**src/pkg/uaam_pkg.sv**
```systemverilog
// Purpose: Shared constants for the receive address filter of the serial port.
// Assumes: An 8-bit special-function register space reached over a plain port.
// Notes:   Every offset and field position is named here once; reset values are named for all but the flag, ninth-bit, read-data and irq registers.

// ============================================================================
// Package
// ============================================================================
package uaam_pkg;

	// Receive modes of the serial port, in their hardware encoding.
	typedef enum logic [1:0] {
		UAAM_MODE_SHIFT,
		UAAM_MODE_ASYNC8,
		UAAM_MODE_ASYNC9_FIX,
		UAAM_MODE_ASYNC9_VAR
	} uaam_mode_t;

	// Register offsets.
	localparam logic [7:0] UAAM_OFS_CTRL      = 8'h98;
	localparam logic [7:0] UAAM_OFS_RXBUF     = 8'h99;
	localparam logic [7:0] UAAM_OFS_OWN_ADDR  = 8'hA9;
	localparam logic [7:0] UAAM_OFS_ADDR_MASK = 8'hB9;
	localparam logic [7:0] UAAM_OFS_INT_STAT  = 8'hC0;
	localparam logic [7:0] UAAM_OFS_INT_MASK  = 8'hC1;

	// Control register fields.
	localparam int UAAM_CTRL_RCF_BIT  = 0;
	localparam int UAAM_CTRL_R9_BIT   = 2;
	localparam int UAAM_CTRL_MPE_BIT  = 5;
	localparam int UAAM_CTRL_MODE_LSB = 6;

	// Interrupt status and mask fields.
	localparam int UAAM_INT_W        = 3;
	localparam int UAAM_INT_ACC_BIT  = 0;
	localparam int UAAM_INT_DROP_BIT = 1;
	localparam int UAAM_INT_OVR_BIT  = 2;

	// Reset values.
	localparam logic [7:0]            UAAM_OWN_ADDR_RST  = 8'h00;
	localparam logic [7:0]            UAAM_ADDR_MASK_RST = 8'h00;
	localparam logic [7:0]            UAAM_RXBUF_RST     = 8'h00;
	localparam logic [UAAM_INT_W-1:0] UAAM_INT_RST       = 3'h0;
	localparam logic                  UAAM_MPE_RST       = 1'b0;
	localparam uaam_mode_t            UAAM_MODE_RST      = UAAM_MODE_SHIFT;

endpackage

```
**src/core/uaam_match.sv**
```systemverilog
// Purpose: Address comparator for the receive address filter.
// Assumes: Pure combinational logic fed from registers of the same clock.
// Notes:   Reports the given-address and broadcast-address hits separately.

`timescale 1ns/1ps

// ============================================================================
// Comparator
// ============================================================================
module uaam_match
	import uaam_pkg::*;
(
	input  wire logic [7:0] rx_byte,   // Received address byte.
	input  wire logic [7:0] own_addr,  // Own slave address.
	input  wire logic [7:0] addr_mask, // Slave address mask.
	output logic            given_hit, // Byte matches the given address.
	output logic            bcast_hit  // Byte matches the broadcast address.
);

	// True when every significant bit of the byte equals the pattern bit.
	function automatic logic masked_eq(input logic [7:0] a, input logic [7:0] b,
		input logic [7:0] care);
		masked_eq = ((a ^ b) & care) == 8'h00;
	endfunction

	logic [7:0] bcast_pat;

	// Ones of the OR are significant and must be received as ones.
	assign bcast_pat = own_addr | addr_mask;
	assign given_hit = masked_eq(rx_byte, own_addr, addr_mask);
	assign bcast_hit = masked_eq(rx_byte, bcast_pat, bcast_pat);

endmodule // uaam_match

```
**src/core/uaam_filter.sv**
```systemverilog
// Purpose: Receive-path address filter and receive-complete logic of a UART.
// Assumes: Frames come from the receive shifter on the same clock as a pulse.
// Notes:   frame_bit9 is the ninth bit in 9-bit modes and the stop bit in mode 1.

`timescale 1ns/1ps

// ============================================================================
// Filter top
// ============================================================================
module uaam_filter
	import uaam_pkg::*;
(
	input  wire logic       clk_sys,               // System clock, 10 MHz.
	input  wire logic       arst_n,                // Asynchronous reset, active low.
	input  wire logic [7:0] reg_addr,              // Register address.
	input  wire logic [7:0] reg_wdata,             // Register write data.
	input  wire logic       reg_wr,                // Write strobe.
	input  wire logic       reg_rd,                // Read strobe.
	output logic      [7:0] reg_rdata,             // Read data, cycle after strobe.
	input  wire logic       frame_valid,           // One-cycle pulse: frame received.
	input  wire logic [7:0] frame_data,            // Received byte.
	input  wire logic       frame_bit9,            // Ninth bit, or stop bit in mode 1.
	output logic            receive_complete_flag, // Receive-complete flag.
	output logic      [7:0] serial_rx_buffer,      // Accepted receive byte.
	output logic            irq                    // Level interrupt.
);

	// ========================================================================
	// Registers
	// ========================================================================
	logic [7:0]            own_slave_address_reg;
	logic [7:0]            slave_address_mask_reg;
	logic                  rcf_reg;
	logic                  received_ninth_bit_reg;
	logic [7:0]            rxbuf_reg;
	logic                  multiproc_enable_reg;
	uaam_mode_t            mode_reg;
	logic [UAAM_INT_W-1:0] int_stat_reg;
	logic [UAAM_INT_W-1:0] int_mask_reg;
	logic [UAAM_INT_W-1:0] int_stat_next;
	logic [UAAM_INT_W-1:0] int_mask_next;
	logic [7:0]            rdata_reg;
	logic                  irq_reg;

	logic                  given_hit;
	logic                  bcast_hit;
	logic                  addr_hit;
	logic                  frame_ok;
	logic                  accept;
	logic                  drop;
	logic                  overrun;
	logic                  wr_ctrl;
	logic                  rd_stat;

	assign wr_ctrl = reg_wr && (reg_addr == UAAM_OFS_CTRL);
	assign rd_stat = reg_rd && (reg_addr == UAAM_OFS_INT_STAT);

	// ========================================================================
	// Address comparison
	// ========================================================================
	uaam_match u_match (
		.rx_byte   (frame_data),
		.own_addr  (own_slave_address_reg),
		.addr_mask (slave_address_mask_reg),
		.given_hit (given_hit),
		.bcast_hit (bcast_hit)
	);

	assign addr_hit = given_hit || bcast_hit;

	// ========================================================================
	// Frame qualification
	// ========================================================================
	always_comb begin
		if (mode_reg == UAAM_MODE_SHIFT) begin
			frame_ok = 1'b1;
		end else if (!multiproc_enable_reg) begin
			frame_ok = 1'b1;
		end else begin
			// In mode 1 frame_bit9 is the stop bit, so a bad stop also drops it.
			frame_ok = frame_bit9 && addr_hit;
		end
	end

	assign accept  = frame_valid && !rcf_reg && frame_ok;
	assign drop    = frame_valid && !rcf_reg && !frame_ok;
	assign overrun = frame_valid && rcf_reg;

	// ========================================================================
	// Address and mask registers
	// ========================================================================
	always_ff @(posedge clk_sys or negedge arst_n) begin
		if (!arst_n) begin
			own_slave_address_reg <= UAAM_OWN_ADDR_RST;
		end else if (reg_wr && reg_addr == UAAM_OFS_OWN_ADDR) begin
			own_slave_address_reg <= reg_wdata;
		end
	end

	always_ff @(posedge clk_sys or negedge arst_n) begin
		if (!arst_n) begin
			slave_address_mask_reg <= UAAM_ADDR_MASK_RST;
		end else if (reg_wr && reg_addr == UAAM_OFS_ADDR_MASK) begin
			slave_address_mask_reg <= reg_wdata;
		end
	end

	// ========================================================================
	// Control register
	// ========================================================================
	always_ff @(posedge clk_sys or negedge arst_n) begin
		if (!arst_n) begin
			multiproc_enable_reg <= UAAM_MPE_RST;
			mode_reg             <= UAAM_MODE_RST;
		end else if (wr_ctrl) begin
			multiproc_enable_reg <= reg_wdata[UAAM_CTRL_MPE_BIT];
			mode_reg             <= uaam_mode_t'(reg_wdata[UAAM_CTRL_MODE_LSB +: 2]);
		end
	end

	// A frame accepted in the same cycle as a clearing write keeps the flag set.
	always_ff @(posedge clk_sys or negedge arst_n) begin
		if (!arst_n) begin
			rcf_reg <= 1'b0;
		end else if (accept) begin
			rcf_reg <= 1'b1;
		end else if (wr_ctrl && !reg_wdata[UAAM_CTRL_RCF_BIT]) begin
			rcf_reg <= 1'b0;
		end
	end

	// ========================================================================
	// Receive buffer
	// ========================================================================
	always_ff @(posedge clk_sys or negedge arst_n) begin
		if (!arst_n) begin
			rxbuf_reg              <= UAAM_RXBUF_RST;
			received_ninth_bit_reg <= 1'b0;
		end else if (accept) begin
			rxbuf_reg <= frame_data;
			if (mode_reg != UAAM_MODE_SHIFT) begin
				received_ninth_bit_reg <= frame_bit9;
			end
		end
	end

	// ========================================================================
	// Interrupt status and mask
	// ========================================================================
	always_comb begin
		int_stat_next = int_stat_reg;
		if (rd_stat) begin
			int_stat_next = UAAM_INT_RST;
		end
		int_stat_next[UAAM_INT_ACC_BIT]  = int_stat_next[UAAM_INT_ACC_BIT] | accept;
		int_stat_next[UAAM_INT_DROP_BIT] = int_stat_next[UAAM_INT_DROP_BIT] | drop;
		int_stat_next[UAAM_INT_OVR_BIT]  = int_stat_next[UAAM_INT_OVR_BIT] | overrun;
	end

	always_comb begin
		int_mask_next = int_mask_reg;
		if (reg_wr && reg_addr == UAAM_OFS_INT_MASK) begin
			int_mask_next = reg_wdata[UAAM_INT_W-1:0];
		end
	end

	always_ff @(posedge clk_sys or negedge arst_n) begin
		if (!arst_n) begin
			int_stat_reg <= UAAM_INT_RST;
			int_mask_reg <= UAAM_INT_RST;
		end else begin
			int_stat_reg <= int_stat_next;
			int_mask_reg <= int_mask_next;
		end
	end

	always_ff @(posedge clk_sys or negedge arst_n) begin
		if (!arst_n) begin
			irq_reg <= 1'b0;
		end else begin
			irq_reg <= |(int_stat_next & int_mask_next);
		end
	end

	// ========================================================================
	// Read data
	// ========================================================================
	always_ff @(posedge clk_sys or negedge arst_n) begin
		if (!arst_n) begin
			rdata_reg <= 8'h00;
		end else if (reg_rd) begin
			case (reg_addr)
				UAAM_OFS_OWN_ADDR:  rdata_reg <= own_slave_address_reg;
				UAAM_OFS_ADDR_MASK: rdata_reg <= slave_address_mask_reg;
				UAAM_OFS_RXBUF:    rdata_reg <= rxbuf_reg;
				UAAM_OFS_INT_STAT: rdata_reg <= {5'h00, int_stat_reg};
				UAAM_OFS_INT_MASK: rdata_reg <= {5'h00, int_mask_reg};
				UAAM_OFS_CTRL: begin
					rdata_reg                         <= 8'h00;
					rdata_reg[UAAM_CTRL_MODE_LSB +: 2] <= mode_reg;
					rdata_reg[UAAM_CTRL_MPE_BIT]      <= multiproc_enable_reg;
					rdata_reg[UAAM_CTRL_R9_BIT]       <= received_ninth_bit_reg;
					rdata_reg[UAAM_CTRL_RCF_BIT]      <= rcf_reg;
				end
				default:           rdata_reg <= 8'h00;
			endcase
		end else begin
			rdata_reg <= 8'h00;
		end
	end

	assign reg_rdata             = rdata_reg;
	assign receive_complete_flag = rcf_reg;
	assign serial_rx_buffer      = rxbuf_reg;
	assign irq                   = irq_reg;

	logic filt_on;
	assign filt_on = multiproc_enable_reg && (mode_reg != UAAM_MODE_SHIFT);
endmodule // uaam_filter

```
**config.mk**
```make
export PLATFORM = sky130hd
export DESIGN_NAME = uaam_filter
export DESIGN_NICKNAME = d
export VERILOG_FILES = /design/src/pkg/uaam_pkg.sv /design/src/core/uaam_match.sv /design/src/core/uaam_filter.sv
export SDC_FILE = /design/constraint.sdc
export NUM_CORES = 1
export LEC_CHECK = 0
export BUFFER_PORTS_ARGS = -buffer_cell sky130_fd_sc_hd__buf_2
export CORE_UTILIZATION = 58
export CTS_CLUSTER_SIZE = 28
export DETAILED_ROUTE_END_ITERATION = 8
export PLACE_DENSITY = 0.85
export SLEW_MARGIN = 20
export SYNTH_ARGS = -nofsm -noshare
export SYNTH_HDL_FRONTEND = slang
export SYNTH_SLANG_ARGS = --single-unit
```
**constraint.sdc**
```tcl
create_clock -name clk_sys -period 2.9 [get_ports clk_sys]
set_input_delay 0.58 -clock clk_sys [delete_from_list [all_inputs] [get_ports clk_sys]]
set_output_delay 0.58 -clock clk_sys [all_outputs]
set_load 0.01 [all_outputs]
```
After elaboration in Yosys (flattened, before gate mapping). Cells that the tools add are included.

Equal/unequal tests: 6. Multiplexer cells: 8. Bitwise gates (word level): 9. Reductions and logical operators: 22.

Operators by type and width (count): == test 8 bit (second input constant) (6); case mux 8 bit (6 select lines) (1); bitwise AND 8 bit (2); logical NOT 8 bit (2); bitwise XOR 8 bit (2); logical AND 1 bit (11); two-way mux 8 bit (1); bitwise OR 8 bit (1); two-way mux 3 bit (2); two-way mux 1 bit (4); nonzero test 2 bit (2); bitwise AND 3 bit (1); logical NOT 1 bit (3); bitwise OR 1 bit (3); OR reduction 3 bit (1); logical NOT 2 bit (1); AND reduction 2 bit (1); logical OR 1 bit (1).

Flip-flop bits (word level): 44. Input bits: 30. Output and inout port bits: 18. Word-level logic and storage cells: 56.

Longest topological paths before layout. Gate-level depths: netlist of run 1.

Depth after elaboration: 13. Mapped depth: 8. Mapped depth without buffers: 6.

Cells and area by module. A second synthesis of run 1 with hierarchy kept.

Cells, all modules: 183. Area total of the unflattened synthesis: 2228.4 sq um.

Modules (own cells, without submodules): uaam_filter (times used 1, cells each 158, area an instance 2052.0 sq um, sequential area each 1101.1 sq um); uaam_match (times used 1, cells each 25, area an instance 176.4 sq um, sequential area each 0.0 sq um).

Least setup slack after synthesis of run 1. No wires, ideal clock.

Path type: input-to-reg. From: input reg_addr[1]. To: register own_slave_address_reg[0]. Library setup time: 0.125 ns. Arrival time: 1.914 ns. Data required time: 2.775 ns. Setup slack: 0.861 ns. Cell stages on the path: 8. Buffers on the path: 3. Cell sequence: clkbuf_2 nor2b_4 and4_1 and2b_1 buf_4 and2_1 buf_6 mux2_4.

Longest elaborated chain between the ends: 2.

Ends and longest elaborated chain: start: declaration (RTL line uaam_filter.sv:15) `input wire logic [7:0] reg_addr,`; == test 8 bit (RTL line uaam_filter.sv:95) `end else if (reg_wr && reg_addr == UAAM_OFS_OWN_ADDR) begin`; logical AND 1 bit (RTL line uaam_filter.sv:95); end signal: assignment (RTL line uaam_filter.sv:96) `own_slave_address_reg <= reg_wdata;`; end: declaration (RTL line uaam_filter.sv:31) `logic [7:0] own_slave_address_reg;`.

Every way passes these cells. A chain may end at the register's enable or synchronous reset.

Worst setup path in the final report of run 1.
From: input reg_addr[2]. To: register own_slave_address_reg[4].

The elaborated chain is that of the path after synthesis.

==> impl_results.rst, run 1 <==
.. list-table::
   :header-rows: 1

   * - Metric
     - Value
   * - Maximum count of clock buffers along a single path
     - 2
   * - Final Cycle Share
     - 0.750
   * - Net count reported at finish
     - 252
   * - Hold violation count in the final report
     - 0
   * - Count of final max-slew check failures
     - 0
   * - Clock tree sinks
     - 44
   * - Clock share of power
     - 0.259
   * - RSZ-0062 raised after global routing
     - false
   * - Cell variety after synth
     - 43
   * - Count of state elements after synthesis
     - 44
   * - Vias per Instance
     - 6.23
   * - Die width
     - 63.0 um
   * - Count of mapped cells out of synthesis
     - 172
   * - Antenna cell count
     - 0
   * - Cell types with the largest area share after synthesis
     - dfrtp_1 51%, mux2_2 11%, mux2_4 6.3%, a222oi_1 3.3%, xor2_1 3.3%
   * - Upper clock frequency limit
     - 0.460 GHz
   * - Type of the setup path with the least slack
     - in2reg
   * - Area of the core
     - 3440 um2
   * - Post-cts gate resize count
     - 0
   * - # H-tree levels
     - 2
   * - Final RePlAce weighted congestion
     - 0.912
   * - Cell Area, Synth
     - 2160 um2
   * - WP data required
     - 3.08 ns
   * - Die H
     - 63.0 um
   * - Initial antenna violation count
     - 0
   * - Number of remaining DRC errors
     - 0
   * - Combined flip-flop and latch cell area
     - 1100 um2
   * - Final Cell Area
     - 2490 um2
   * - DP Area
     - 2420 um2
   * - Critical Path Sink Type
     - flip-flop
   * - Minimum clock period after layout
     - 2.18 ns
   * - Max FO, Critical Path
     - 9
   * - Power per cell area
     - 554 nW/um2
   * - Sum of negative setup slack
     - 0 ns
   * - Type of origin of the critical path
     - input port
   * - Antenna Nets Post-Route
     - 0
   * - FF-to-FF path depth
     - 6
   * - # Max-Cap Violations
     - 0
   * - Met3 WL
     - 335 um
   * - Nets in the synthesized netlist
     - 202
   * - Startpoint of the lowest-slack register-to-register path
     - own_slave_address_reg[0]
   * - Min-Delay Path Class
     - in2async
   * - IO Pins
     - 48
   * - Total overflow reported by the global router
     - 0
   * - Root Buffer
     - clkbuf_8
   * - Area leader, netlist
     - dfrtp_1
   * - Share of flip-flops with an asynchronous set or reset
     - 1.00
   * - Maximum number of pins on one net before global-route repair
     - 45
   * - Clock edge transition at the registers on the reported setup and hold paths
     - 0.07 ns
   * - Fill cells
     - 258
   * - Actual transition at the worst max-transition pin
     - 0.942 ns
   * - Setup fix buffers added after clock tree synthesis
     - 0
   * - Final standard cell utilization of the core
     - 0.725
   * - Arrival @ worst endpoint
     - 2.36 ns
   * - First-pass GRT wire length
     - 8420 um
   * - Net load switching power
     - 393 uW
   * - Worst flop-to-flop path endpoint
     - serial_rx_buffer[4]
   * - Total routed wirelength
     - 5100 um
   * - Clock Skew
     - 0.00636 ns
   * - Initial core utilization
     - 0.626
   * - Die area
     - 3960 um2
   * - Highest Signal Layer
     - met4
   * - Switch share
     - 0.285
   * - Relative contribution of sequential cells to total power
     - 0.552
   * - Post-synth top area share
     - 0.511
   * - Via count of the first global-routing pass
     - 1694
   * - CTS Hold Buffers Added
     - 0
   * - DRT Pass-1 Iters
     - 5
   * - Clock tree from TritonCTS
     - built
   * - Mapped Avg Cell Area
     - 12.5 um2
   * - Iter 0 DRT Violations
     - 222
   * - Met2 Routed Length
     - 2550 um
   * - HPWL after DPL
     - 3880 um
   * - Number of placement rows
     - 21
   * - Via Count
     - 1670
   * - Maximum vdd ir drop
     - 0.350 mV
   * - GR Util All Layers
     - 0.285
   * - Port bufs
     - 47
   * - Number of buffers added by the clock tree synthesis step
     - 5
   * - Top flip-flop cell by instance count after synthesis
     - dfrtp_1
   * - Headroom to the max-slew limit
     - 0.372
   * - Yosys warning total
     - 0
   * - Internal Pwr Total
     - 988 uW
   * - Endpoints failing setup
     - 0
   * - Post-synth EDFFs
     - 0
   * - Worst R2R Setup Slack
     - 0.86 ns
   * - Relative contribution of combinational cells to total power
     - 0.189
   * - Result of the run
     - completed
   * - Area growth from synthesis to layout
     - 15.7%
   * - Proportion of synthesized chip area in sequential cells
     - 0.511
   * - Share of final-layout standard cells stronger than drive strength 1
     - 0.410
   * - Wl on met1
     - 2140 um
   * - Standby leakage power
     - 1.19 nW
   * - Post-DR wirelength/cell
     - 19.0 um
   * - Area of the multi-input gates
     - 1020 um2
   * - Source-to-sink clock delay at the later pin of the worst-skew pair
     - 0.30 ns
## synth_stat cells, types with 2 or more instances
master and count:
nor2b_1 2, nand3_1 2, and2_1 2, a222oi_1 7
a31oi_1 2, nand2_1 11, and4_1 2, a22oi_1 5
xor2_1 8, a21oi_1 6, dfrtp_1 44, buf_4 3
nor3b_1 2, nor2_1 12, o21ai_0 4, mux2_4 9
mux2_2 22, o22ai_1 2, o21bai_1 3
## worst max-delay path by stage
| stage | from | end | slack [ns] | cells past startpoint |
|---|---|---|---|---|
| after global placement | reg_addr[2] | own_slave_address_reg[6] | 0.48 | 6 |
| after floorplan | reg_addr[1] | own_slave_address_reg[0] | 0.86 | 8 |
| after CTS | reg_addr[2] | own_slave_address_reg[4] | 0.73 | 6 |
| after detailed placement | reg_addr[2] | own_slave_address_reg[4] | 0.40 | 6 |
| final | reg_addr[2] | own_slave_address_reg[4] | 0.72 | 6 |
| after global routing | reg_addr[3] | own_slave_address_reg[6] | 0.60 | 6 |
## layout by cell type, fill, tap and decap left out, types with 2 or more instances in the layout
master / n
a21oi_1: 6
a222oi_1: 7
a22oi_1: 5
a31oi_1: 2
and2_1: 2
and4_1: 2
buf_2: 47
clkbuf_8: 5
dfrtp_1: 44
mux2_2: 22
mux2_4: 9
nand2_1: 11
nand3_1: 2
nor2_1: 12
nor2b_1: 2
nor3b_1: 2
o21ai_0: 4
o21bai_1: 3
o22ai_1: 2
xor2_1: 8
## layout make-up
| class | instances | share of cell area |
|---|---|---|
| clock inverters | 1 | 0.00201 |
| multi-input cells | 123 | 0.407 |
| well taps | 46 | 0.0231 |
| repair buffers | 48 | 0.0973 |
| flip-flops and latches | 44 | 0.441 |
| clock buffers | 6 | 0.0291 |
## worst max-delay path, cell delays in order
cell     delay, ns
buf_2         0.12
nor3b_1       0.25
and4_1        0.26
and2b_1       0.32
and2_1        0.49
mux2_4        0.34
## layer usage
metal / vias to the layer above / global-route usage
li1: 745 / -
met1: 847 / 0.371
met2: 70 / 0.456
met3: 8 / 0.0712
met4: 0 / 0.110
met5: - / 0
## power groups by stage
stage	Sequential [mW]	Combinational [mW]	Clock, mW
detailed placement	0.771	0.265	0
global route	0.770	0.286	0.393
global placement	0.767	0.253	0
CTS	0.759	0.266	0.364
finish	0.762	0.262	0.358
floorplan	0.781	0.110	0
## through the flow
stage	hold WS (ns)	worst slack, ns	std cells	total power [mW]
2_1_floorplan	0.284	0.861	172	0.890
3_3_place_gp	0.515	0.477	261	1.02
3_5_place_dp	0.526	0.401	261	1.04
4_1_cts	0.450	0.732	268	1.39
5_1_grt	0.500	0.597	268	1.45
6_report	0.426	0.725	268	1.38
## cell families (layout without fill, tap and decap cells)
group | after synthesis | after routing | synth area share
muxes | 31 | 31 | 0.178
and+or+nand+nor | 45 | 45 | 0.128
AOI/OAI and AO/OA | 39 | 39 | 0.133
DFF | 44 | 44 | 0.511
buffers and inverters | 5 | 55 | 0.0180
xor gates and xnor gates | 8 | 8 | 0.0325
No activity file was read; power rests on OpenSTA's default activity.
==> inputs of run 2 (changes only) <==
Settings changed: CORE_UTILIZATION 58 to 53, PLACE_DENSITY 0.85 to 0.78.
Clock period 2.9 ns to 2.1 ns, I/O delays scaled along.
==> run 2 against run 1 <==
Clock power grew 39%. Core utilization shrank 3.9 points. Clock skew is essentially flat. Highest routed layer unchanged. Cell area grew 3.7%. Total power grew 39%. Final cell count grew 5.2%.
==> impl_results.rst, run 2 (synthesized netlist as in run 1, its figures left out) <==
.. list-table::
   :header-rows: 1

   * - Metric
     - Value
   * - Upper clock frequency limit
     - 0.535 GHz
   * - Iter 0 DRT Violations
     - 145 (-35%)
   * - Minimum clock period after layout
     - 1.87 ns
   * - FF-to-FF path depth
     - 6 (unchanged)
   * - Net count reported at finish
     - 264 (+4.8%)
   * - Type of origin of the critical path
     - flip-flop
   * - RSZ-0062 raised after global routing
     - false
   * - Area growth from synthesis to layout
     - 20.0%
   * - Startpoint of the lowest-slack register-to-register path
     - slave_address_mask_reg[6]
   * - Antenna Nets Post-Route
     - 0 (unchanged)
   * - Initial antenna violation count
     - 0 (unchanged)
   * - Slowest stage delay, CP
     - 0.43 ns (-0.06 ns)
   * - Maximum number of pins on one net before global-route repair
     - 30 (-33%)
   * - Total power after layout
     - 1.92 mW (+39%)
   * - Area of the core
     - 3770 um2 (+9.6%)
   * - Number of remaining DRC errors
     - 0 (unchanged)
   * - CTS Hold Buffers Added
     - 0 (unchanged)
   * - Sum of negative setup slack
     - 0 ns (unchanged)
   * - Critical Path End
     - irq
   * - Power per cell area
     - 741 nW/um2 (+34%)
   * - Relative contribution of combinational cells to total power
     - 0.191 (+0.002)
   * - Clock tree sinks
     - 44 (unchanged)
   * - Worst hold slack
     - 0.132 ns (-0.294 ns)
   * - Clock tree from TritonCTS
     - built
   * - CP max stage cell
     - dfrtp_1
   * - Die H
     - 65.8 um (+4.5%)
   * - Number of placement rows
     - 22 (+4.8%)
   * - Hold violation count in the final report
     - 0 (unchanged)
   * - Endpoints failing setup
     - 0 (unchanged)
   * - Via count of the first global-routing pass
     - 1739 (+2.7%)
   * - Type of the setup path with the least slack
     - reg2reg
   * - Max FO, Critical Path
     - 4 (-5)
   * - # H-tree levels
     - 2 (unchanged)
   * - Start point of the critical path
     - slave_address_mask_reg[6]
   * - Critical Path Sink Type
     - flip-flop
   * - Relative contribution of sequential cells to total power
     - 0.549 (-0.003)
   * - Arrival @ worst endpoint
     - 2.05 ns (-0.31 ns)
   * - Result of the run
     - completed
   * - Maximum count of clock buffers along a single path
     - 2 (unchanged)
   * - Min-Delay Path Class
     - in2async
   * - DP Area
     - 2510 um2 (+3.8%)
   * - Post-cts gate resize count
     - 0 (unchanged)
   * - Source-to-sink clock delay at the later pin of the worst-skew pair
     - 0.30 ns (about the same)
   * - GR Util All Layers
     - 0.266 (-0.0192)
   * - Final RePlAce weighted congestion
     - 0.906 (-0.68%)
   * - Port bufs
     - 47 (unchanged)
   * - Clock Skew
     - 0.00614 ns (-0.000214 ns)
   * - Clock share of power
     - 0.260 (about the same)
   * - IO Pins
     - 48 (unchanged)
   * - Switch share
     - 0.286 (+0.00117)
   * - Antenna cell count
     - 0 (unchanged)
   * - First-pass GRT wire length
     - 8420 um (unchanged)
   * - Clock edge transition at the registers on the reported setup and hold paths
     - 0.08 ns (about the same)
   * - Cell-by-cell trace of the critical path
     - o21bai_1 > o2111ai_1 > o31ai_1 > o22a_1 > o21ai_0 > a221o_1
   * - # Max-Cap Violations
     - 0 (unchanged)
   * - Number of buffers added by the clock tree synthesis step
     - 5 (unchanged)
   * - HPWL after DPL
     - 4000 um (+3.3%)
   * - Most common library cell in the layout ignoring fill and taps
     - buf_2
   * - Root Buffer
     - clkbuf_8
   * - Maximum vdd ir drop
     - 0.368 mV (+5.0%)
   * - Count of final max-slew check failures
     - 0 (unchanged)
   * - Die area
     - 4330 um2 (+9.1%)
   * - Standby leakage power
     - 1.26 nW (+5.3%)
   * - Initial core utilization
     - 0.572 (-0.0547)
   * - Headroom to the max-slew limit
     - 0.410 (+0.0377)
   * - DRT Pass-1 Iters
     - 6 (+1)
   * - Internal Pwr Total
     - 1.37 mW (+39%)
   * - Total overflow reported by the global router
     - 0 (unchanged)
   * - WP data required
     - 2.28 ns (-0.80 ns)
   * - Share of final-layout standard cells stronger than drive strength 1
     - 0.440 (+0.0303)
   * - Final Cell Area
     - 2590 um2 (+3.7%)
   * - Post-DR wirelength/cell
     - 18.5 um (-3.0%)
   * - Setup fix buffers added after clock tree synthesis
     - 0 (unchanged)
   * - Actual transition at the worst max-transition pin
     - 0.876 ns (-0.0659 ns)
   * - Vias per Instance
     - 6.04 (-3.0%)
   * - Commonest non-fill, non-tap cells in the layout
     - 47 x buf_2, 44 x dfrtp_1, 22 x mux2_2, 13 x buf_4, 12 x nor2_1
   * - Worst flop-to-flop path endpoint
     - irq
   * - Net load switching power
     - 548 uW (+39%)
   * - Final Cycle Share
     - 0.891
   * - Die width
     - 65.8 um (+4.5%)
   * - Worst R2R Setup Slack
     - 0.23 ns (-0.63 ns)
   * - Total routed wirelength
     - 5200 um (+2.0%)
   * - Via Count
     - 1704 (+2.0%)
-- run 2: area by class of cell --
cell class / instances / area (um2)
fillers: 288 / 1180
clock inverters: 1 / 5.00
multi-input cells: 123 / 1020
well taps: 48 / 60.1
clock buffers: 6 / 72.6
repair buffers: 60 / 333
flip-flops and latches: 44 / 1100
-- run 2: layer usage --
| layer | wire length, um | up-vias | track usage |
|---|---|---|---|
| li1 | - | 770 | - |
| met5 | 0 | - | 0 |
| met3 | 264 | 12 | 0.0448 |
| met1 | 2280 | 848 | 0.343 |
| met4 | 72 | 0 | 0.0924 |
| met2 | 2590 | 74 | 0.448 |
-- run 2: worst max-delay path: cells and delay by family, from the launching register on --
kind,cells,cell delay [ns]
compound gates,6,1.33
flops,1,0.43
-- run 2: power by group through the flow --
stage / Sequential (mW) / Clock (mW) / Combinational (mW)
4_1_cts: 1.05 / 0.506 / 0.369
2_1_floorplan: 1.08 / 0 / 0.152
3_5_place_dp: 1.06 / 0 / 0.368
6_report: 1.05 / 0.499 / 0.366
5_1_grt: 1.07 / 0.538 / 0.397
3_3_place_gp: 1.05 / 0 / 0.354
-- run 2: per-stage QoR --
step	worst slack, ns	std cells	util
after detailed placement	0.0977	275	0.666
after global placement	0.126	275	0.666
after CTS	0.273	282	0.686
after floorplan	0.221	172	-
final	0.230	282	0.686
after global routing	0.132	282	0.686
-- run 2: worst min path at each step --
stage                       from                        end  cells past startpoint
after floorplan           arst_n            int_mask_reg[0]                      0
after global placement    arst_n               reg_rdata[1]                      1
after detailed placement  arst_n   own_slave_address_reg[1]                      1
after CTS                 arst_n  slave_address_mask_reg[2]                      1
after global routing      arst_n   own_slave_address_reg[1]                      1
final                     arst_n               reg_rdata[4]                      1
==> inputs of run 3 (changes only) <==
Settings changed: CELL_PAD_IN_SITES_DETAIL_PLACEMENT set to 0, CELL_PAD_IN_SITES_GLOBAL_PLACEMENT set to 1, CORE_UTILIZATION 53 to 42.
==> run 3 against run 2 <==
Maximum frequency rose by 0.94%. Global-route usage down 6.0 points. Clock power rose by 8.8%. Clock skew grew 0.0021 ns. Register-to-register slack improved by 0.02 ns. Total power is 1.3% higher. Flip-flop and latch count is the same. Sequential share of layout area down 0.75 points. Cell area increased by 1.8%. Via count shrank 6.2%. Highest routed layer unchanged. Routed wire length shrank 4.2%.
==> impl_results.rst, run 3 (synthesized netlist as in run 1, its figures left out) <==
.. list-table::
   :header-rows: 1

   * - Metric
     - Value
   * - Result of the run
     - completed
   * - Share of final-layout standard cells stronger than drive strength 1
     - 0.449 (+0.00898)
   * - First-pass GRT wire length
     - 8090 um (-3.9%)
   * - Upper clock frequency limit
     - 0.540 GHz (+0.94%)
   * - # H-tree levels
     - 2 (unchanged)
   * - Min-Delay Path Class
     - in2async
   * - Commonest non-fill, non-tap cells in the layout
     - 47 x buf_2, 44 x dfrtp_1, 22 x mux2_2, 14 x buf_4, 12 x nor2_1
   * - Post-DR wirelength/cell
     - 16.5 um (-11%)
   * - Switch share
     - 0.276 (-0.00952)
   * - RSZ-0062 raised after global routing
     - false
   * - Critical Path Sink Type
     - flip-flop
   * - Max FO, Critical Path
     - 7 (+3)
   * - Actual transition at the worst max-transition pin
     - 0.905 ns (+0.0282 ns)
   * - Iter 0 DRT Violations
     - 133 (-8.3%)
   * - Maximum number of pins on one net before global-route repair
     - 32 (+6.7%)
   * - Setup fix buffers added after clock tree synthesis
     - 0 (unchanged)
   * - Number of buffers added by the clock tree synthesis step
     - 5 (unchanged)
   * - Via count of the first global-routing pass
     - 1590 (-8.6%)
   * - Source-to-sink clock delay at the later pin of the worst-skew pair
     - 0.30 ns (about the same)
   * - Final RePlAce weighted congestion
     - 0.838 (-7.5%)
   * - Number of placement rows
     - 25 (+14%)
   * - Type of the setup path with the least slack
     - reg2reg
   * - WP data required
     - 2.28 ns (about the same)
   * - DRT Pass-1 Iters
     - 4 (-2)
   * - Clock Skew
     - 0.00821 ns (+0.00206 ns)
   * - Die area
     - 5420 um2 (+25%)
   * - Relative contribution of sequential cells to total power
     - 0.535 (-0.014)
   * - Die width
     - 73.6 um (+12%)
   * - HPWL after DPL
     - 3840 um (-4.0%)
   * - Final standard cell utilization of the core
     - 0.547 (-0.139)
   * - Standby leakage power
     - 1.27 nW (+1.2%)
   * - Post-cts gate resize count
     - 0 (unchanged)
   * - # Max-Cap Violations
     - 0 (unchanged)
   * - Maximum vdd ir drop
     - 0.344 mV (-6.6%)
   * - Type of origin of the critical path
     - flip-flop
   * - CTS Hold Buffers Added
     - 0 (unchanged)
   * - Antenna Nets Post-Route
     - 0 (unchanged)
   * - Number of remaining DRC errors
     - 0 (unchanged)
   * - Die H
     - 73.6 um (+12%)
   * - Area of the core
     - 4820 um2 (+28%)
   * - Headroom to the max-slew limit
     - 0.391 (-0.0190)
   * - Clock tree from TritonCTS
     - built
   * - Port bufs
     - 47 (unchanged)
   * - Minimum clock period after layout
     - 1.85 ns (-0.0175 ns)
   * - Final Cycle Share
     - 0.882 (-0.00833)
   * - Initial core utilization
     - 0.448 (-0.124)
   * - Cell-by-cell trace of the critical path
     - xor2_1 > a22oi_1 > and4_1 > o21ai_1 > buf_4 > nand2_1 > a221o_1
   * - Slowest stage delay, CP
     - 0.43 ns (about the same)
   * - Clock tree sinks
     - 44 (unchanged)
   * - Endpoints failing setup
     - 0 (unchanged)
   * - GR Util All Layers
     - 0.206 (-0.0599)
   * - Via Count
     - 1598 (-6.2%)
   * - Count of final max-slew check failures
     - 0 (unchanged)
   * - Power per cell area
     - 737 nW/um2 (-0.49%)
   * - Vias per Instance
     - 5.27 (-13%)
   * - Total overflow reported by the global router
     - 0 (unchanged)
   * - Most common library cell in the layout ignoring fill and taps
     - buf_2
   * - Root Buffer
     - clkbuf_8
   * - Antenna cell count
     - 0 (unchanged)
   * - Net count reported at finish
     - 265 (+0.38%)
   * - Total routed wirelength
     - 4990 um (-4.2%)
   * - CP max stage cell
     - dfrtp_1
   * - Hold violation count in the final report
     - 0 (unchanged)
   * - Initial antenna violation count
     - 0 (unchanged)
   * - Area growth from synthesis to layout
     - 22.2%
   * - Net load switching power
     - 537 uW (-2.1%)
   * - Arrival @ worst endpoint
     - 2.04 ns (about the same)
   * - Sum of negative setup slack
     - 0 ns (unchanged)
   * - IO Pins
     - 48 (unchanged)
   * - Internal Pwr Total
     - 1.41 mW (+2.6%)
   * - Clock share of power
     - 0.279 (+0.019)
   * - Relative contribution of combinational cells to total power
     - 0.185 (-0.006)
   * - Fill cells
     - 427 (+48%)
   * - Maximum count of clock buffers along a single path
     - 2 (unchanged)
   * - Clock edge transition at the registers on the reported setup and hold paths
     - 0.08 ns (about the same)
==> run 3: worst paths after layout <==
path | end | startpoint | slack, ns | cells past startpoint
worst max-delay path | irq | own_slave_address_reg[0] | 0.25 | 7
worst min-delay path | serial_rx_buffer[1] | arst_n | 0.16 | 1
worst max register to register | irq | own_slave_address_reg[0] | 0.25 | 7
worst min register to register | received_ninth_bit_reg | received_ninth_bit_reg | 0.53 | 1
max in group asynchronous | own_slave_address_reg[6] | arst_n | 1.34 | 2
min in group clk_sys | slave_address_mask_reg[4] | reg_wdata[4] | 0.38 | 2
==> run 3: worst max-delay path, delay by kind of cell (launching register included) <==
kind,cells,cell delay (ns)
flops,1,0.43
simple gates,2,0.32
compound gates,3,0.61
buf+inv,1,0.21
xor+xnor,1,0.16
==> run 3: metal layers <==
layer	GRT usage	up-vias	routed length, um
li1	-	767	-
met1	0.279	783	2310
met2	0.331	42	2440
met3	0.0453	6	189
met4	0.0620	0	50
met5	0	-	0
==> run 3: power by group through the flow <==
stage / combinational (mW) / clock, mW / sequential (mW)
2_1_floorplan: 0.152 / 0 / 1.08
3_3_place_gp: 0.357 / 0 / 1.06
3_5_place_dp: 0.364 / 0 / 1.06
4_1_cts: 0.365 / 0.561 / 1.04
5_1_grt: 0.399 / 0.592 / 1.06
6_report: 0.360 / 0.543 / 1.04
==> run 3: layout make-up <==
type / count / area (um2) / area share
well taps: 67 / 83.8 / 0.0318
multi-input cells: 123 / 1020 / 0.386
repair buffers: 61 / 340 / 0.129
flip-flops and latches: 44 / 1100 / 0.418
clock inverters: 2 / 10.0 / 0.00380
clock buffers: 6 / 82.6 / 0.0314
==> run 3: per-stage QoR <==
stage	cell area (um2)	hold slack [ns]	power (mW)	instances	setup WS, ns
after floorplan	2160	0.124	1.23	172	0.221
after global placement	2540	0.508	1.41	295	0.114
after detailed placement	2540	0.509	1.42	295	0.0954
after CTS	2630	0.181	1.96	303	0.247
after global routing	2630	0.209	2.05	303	0.102
final	2630	0.156	1.94	303	0.247
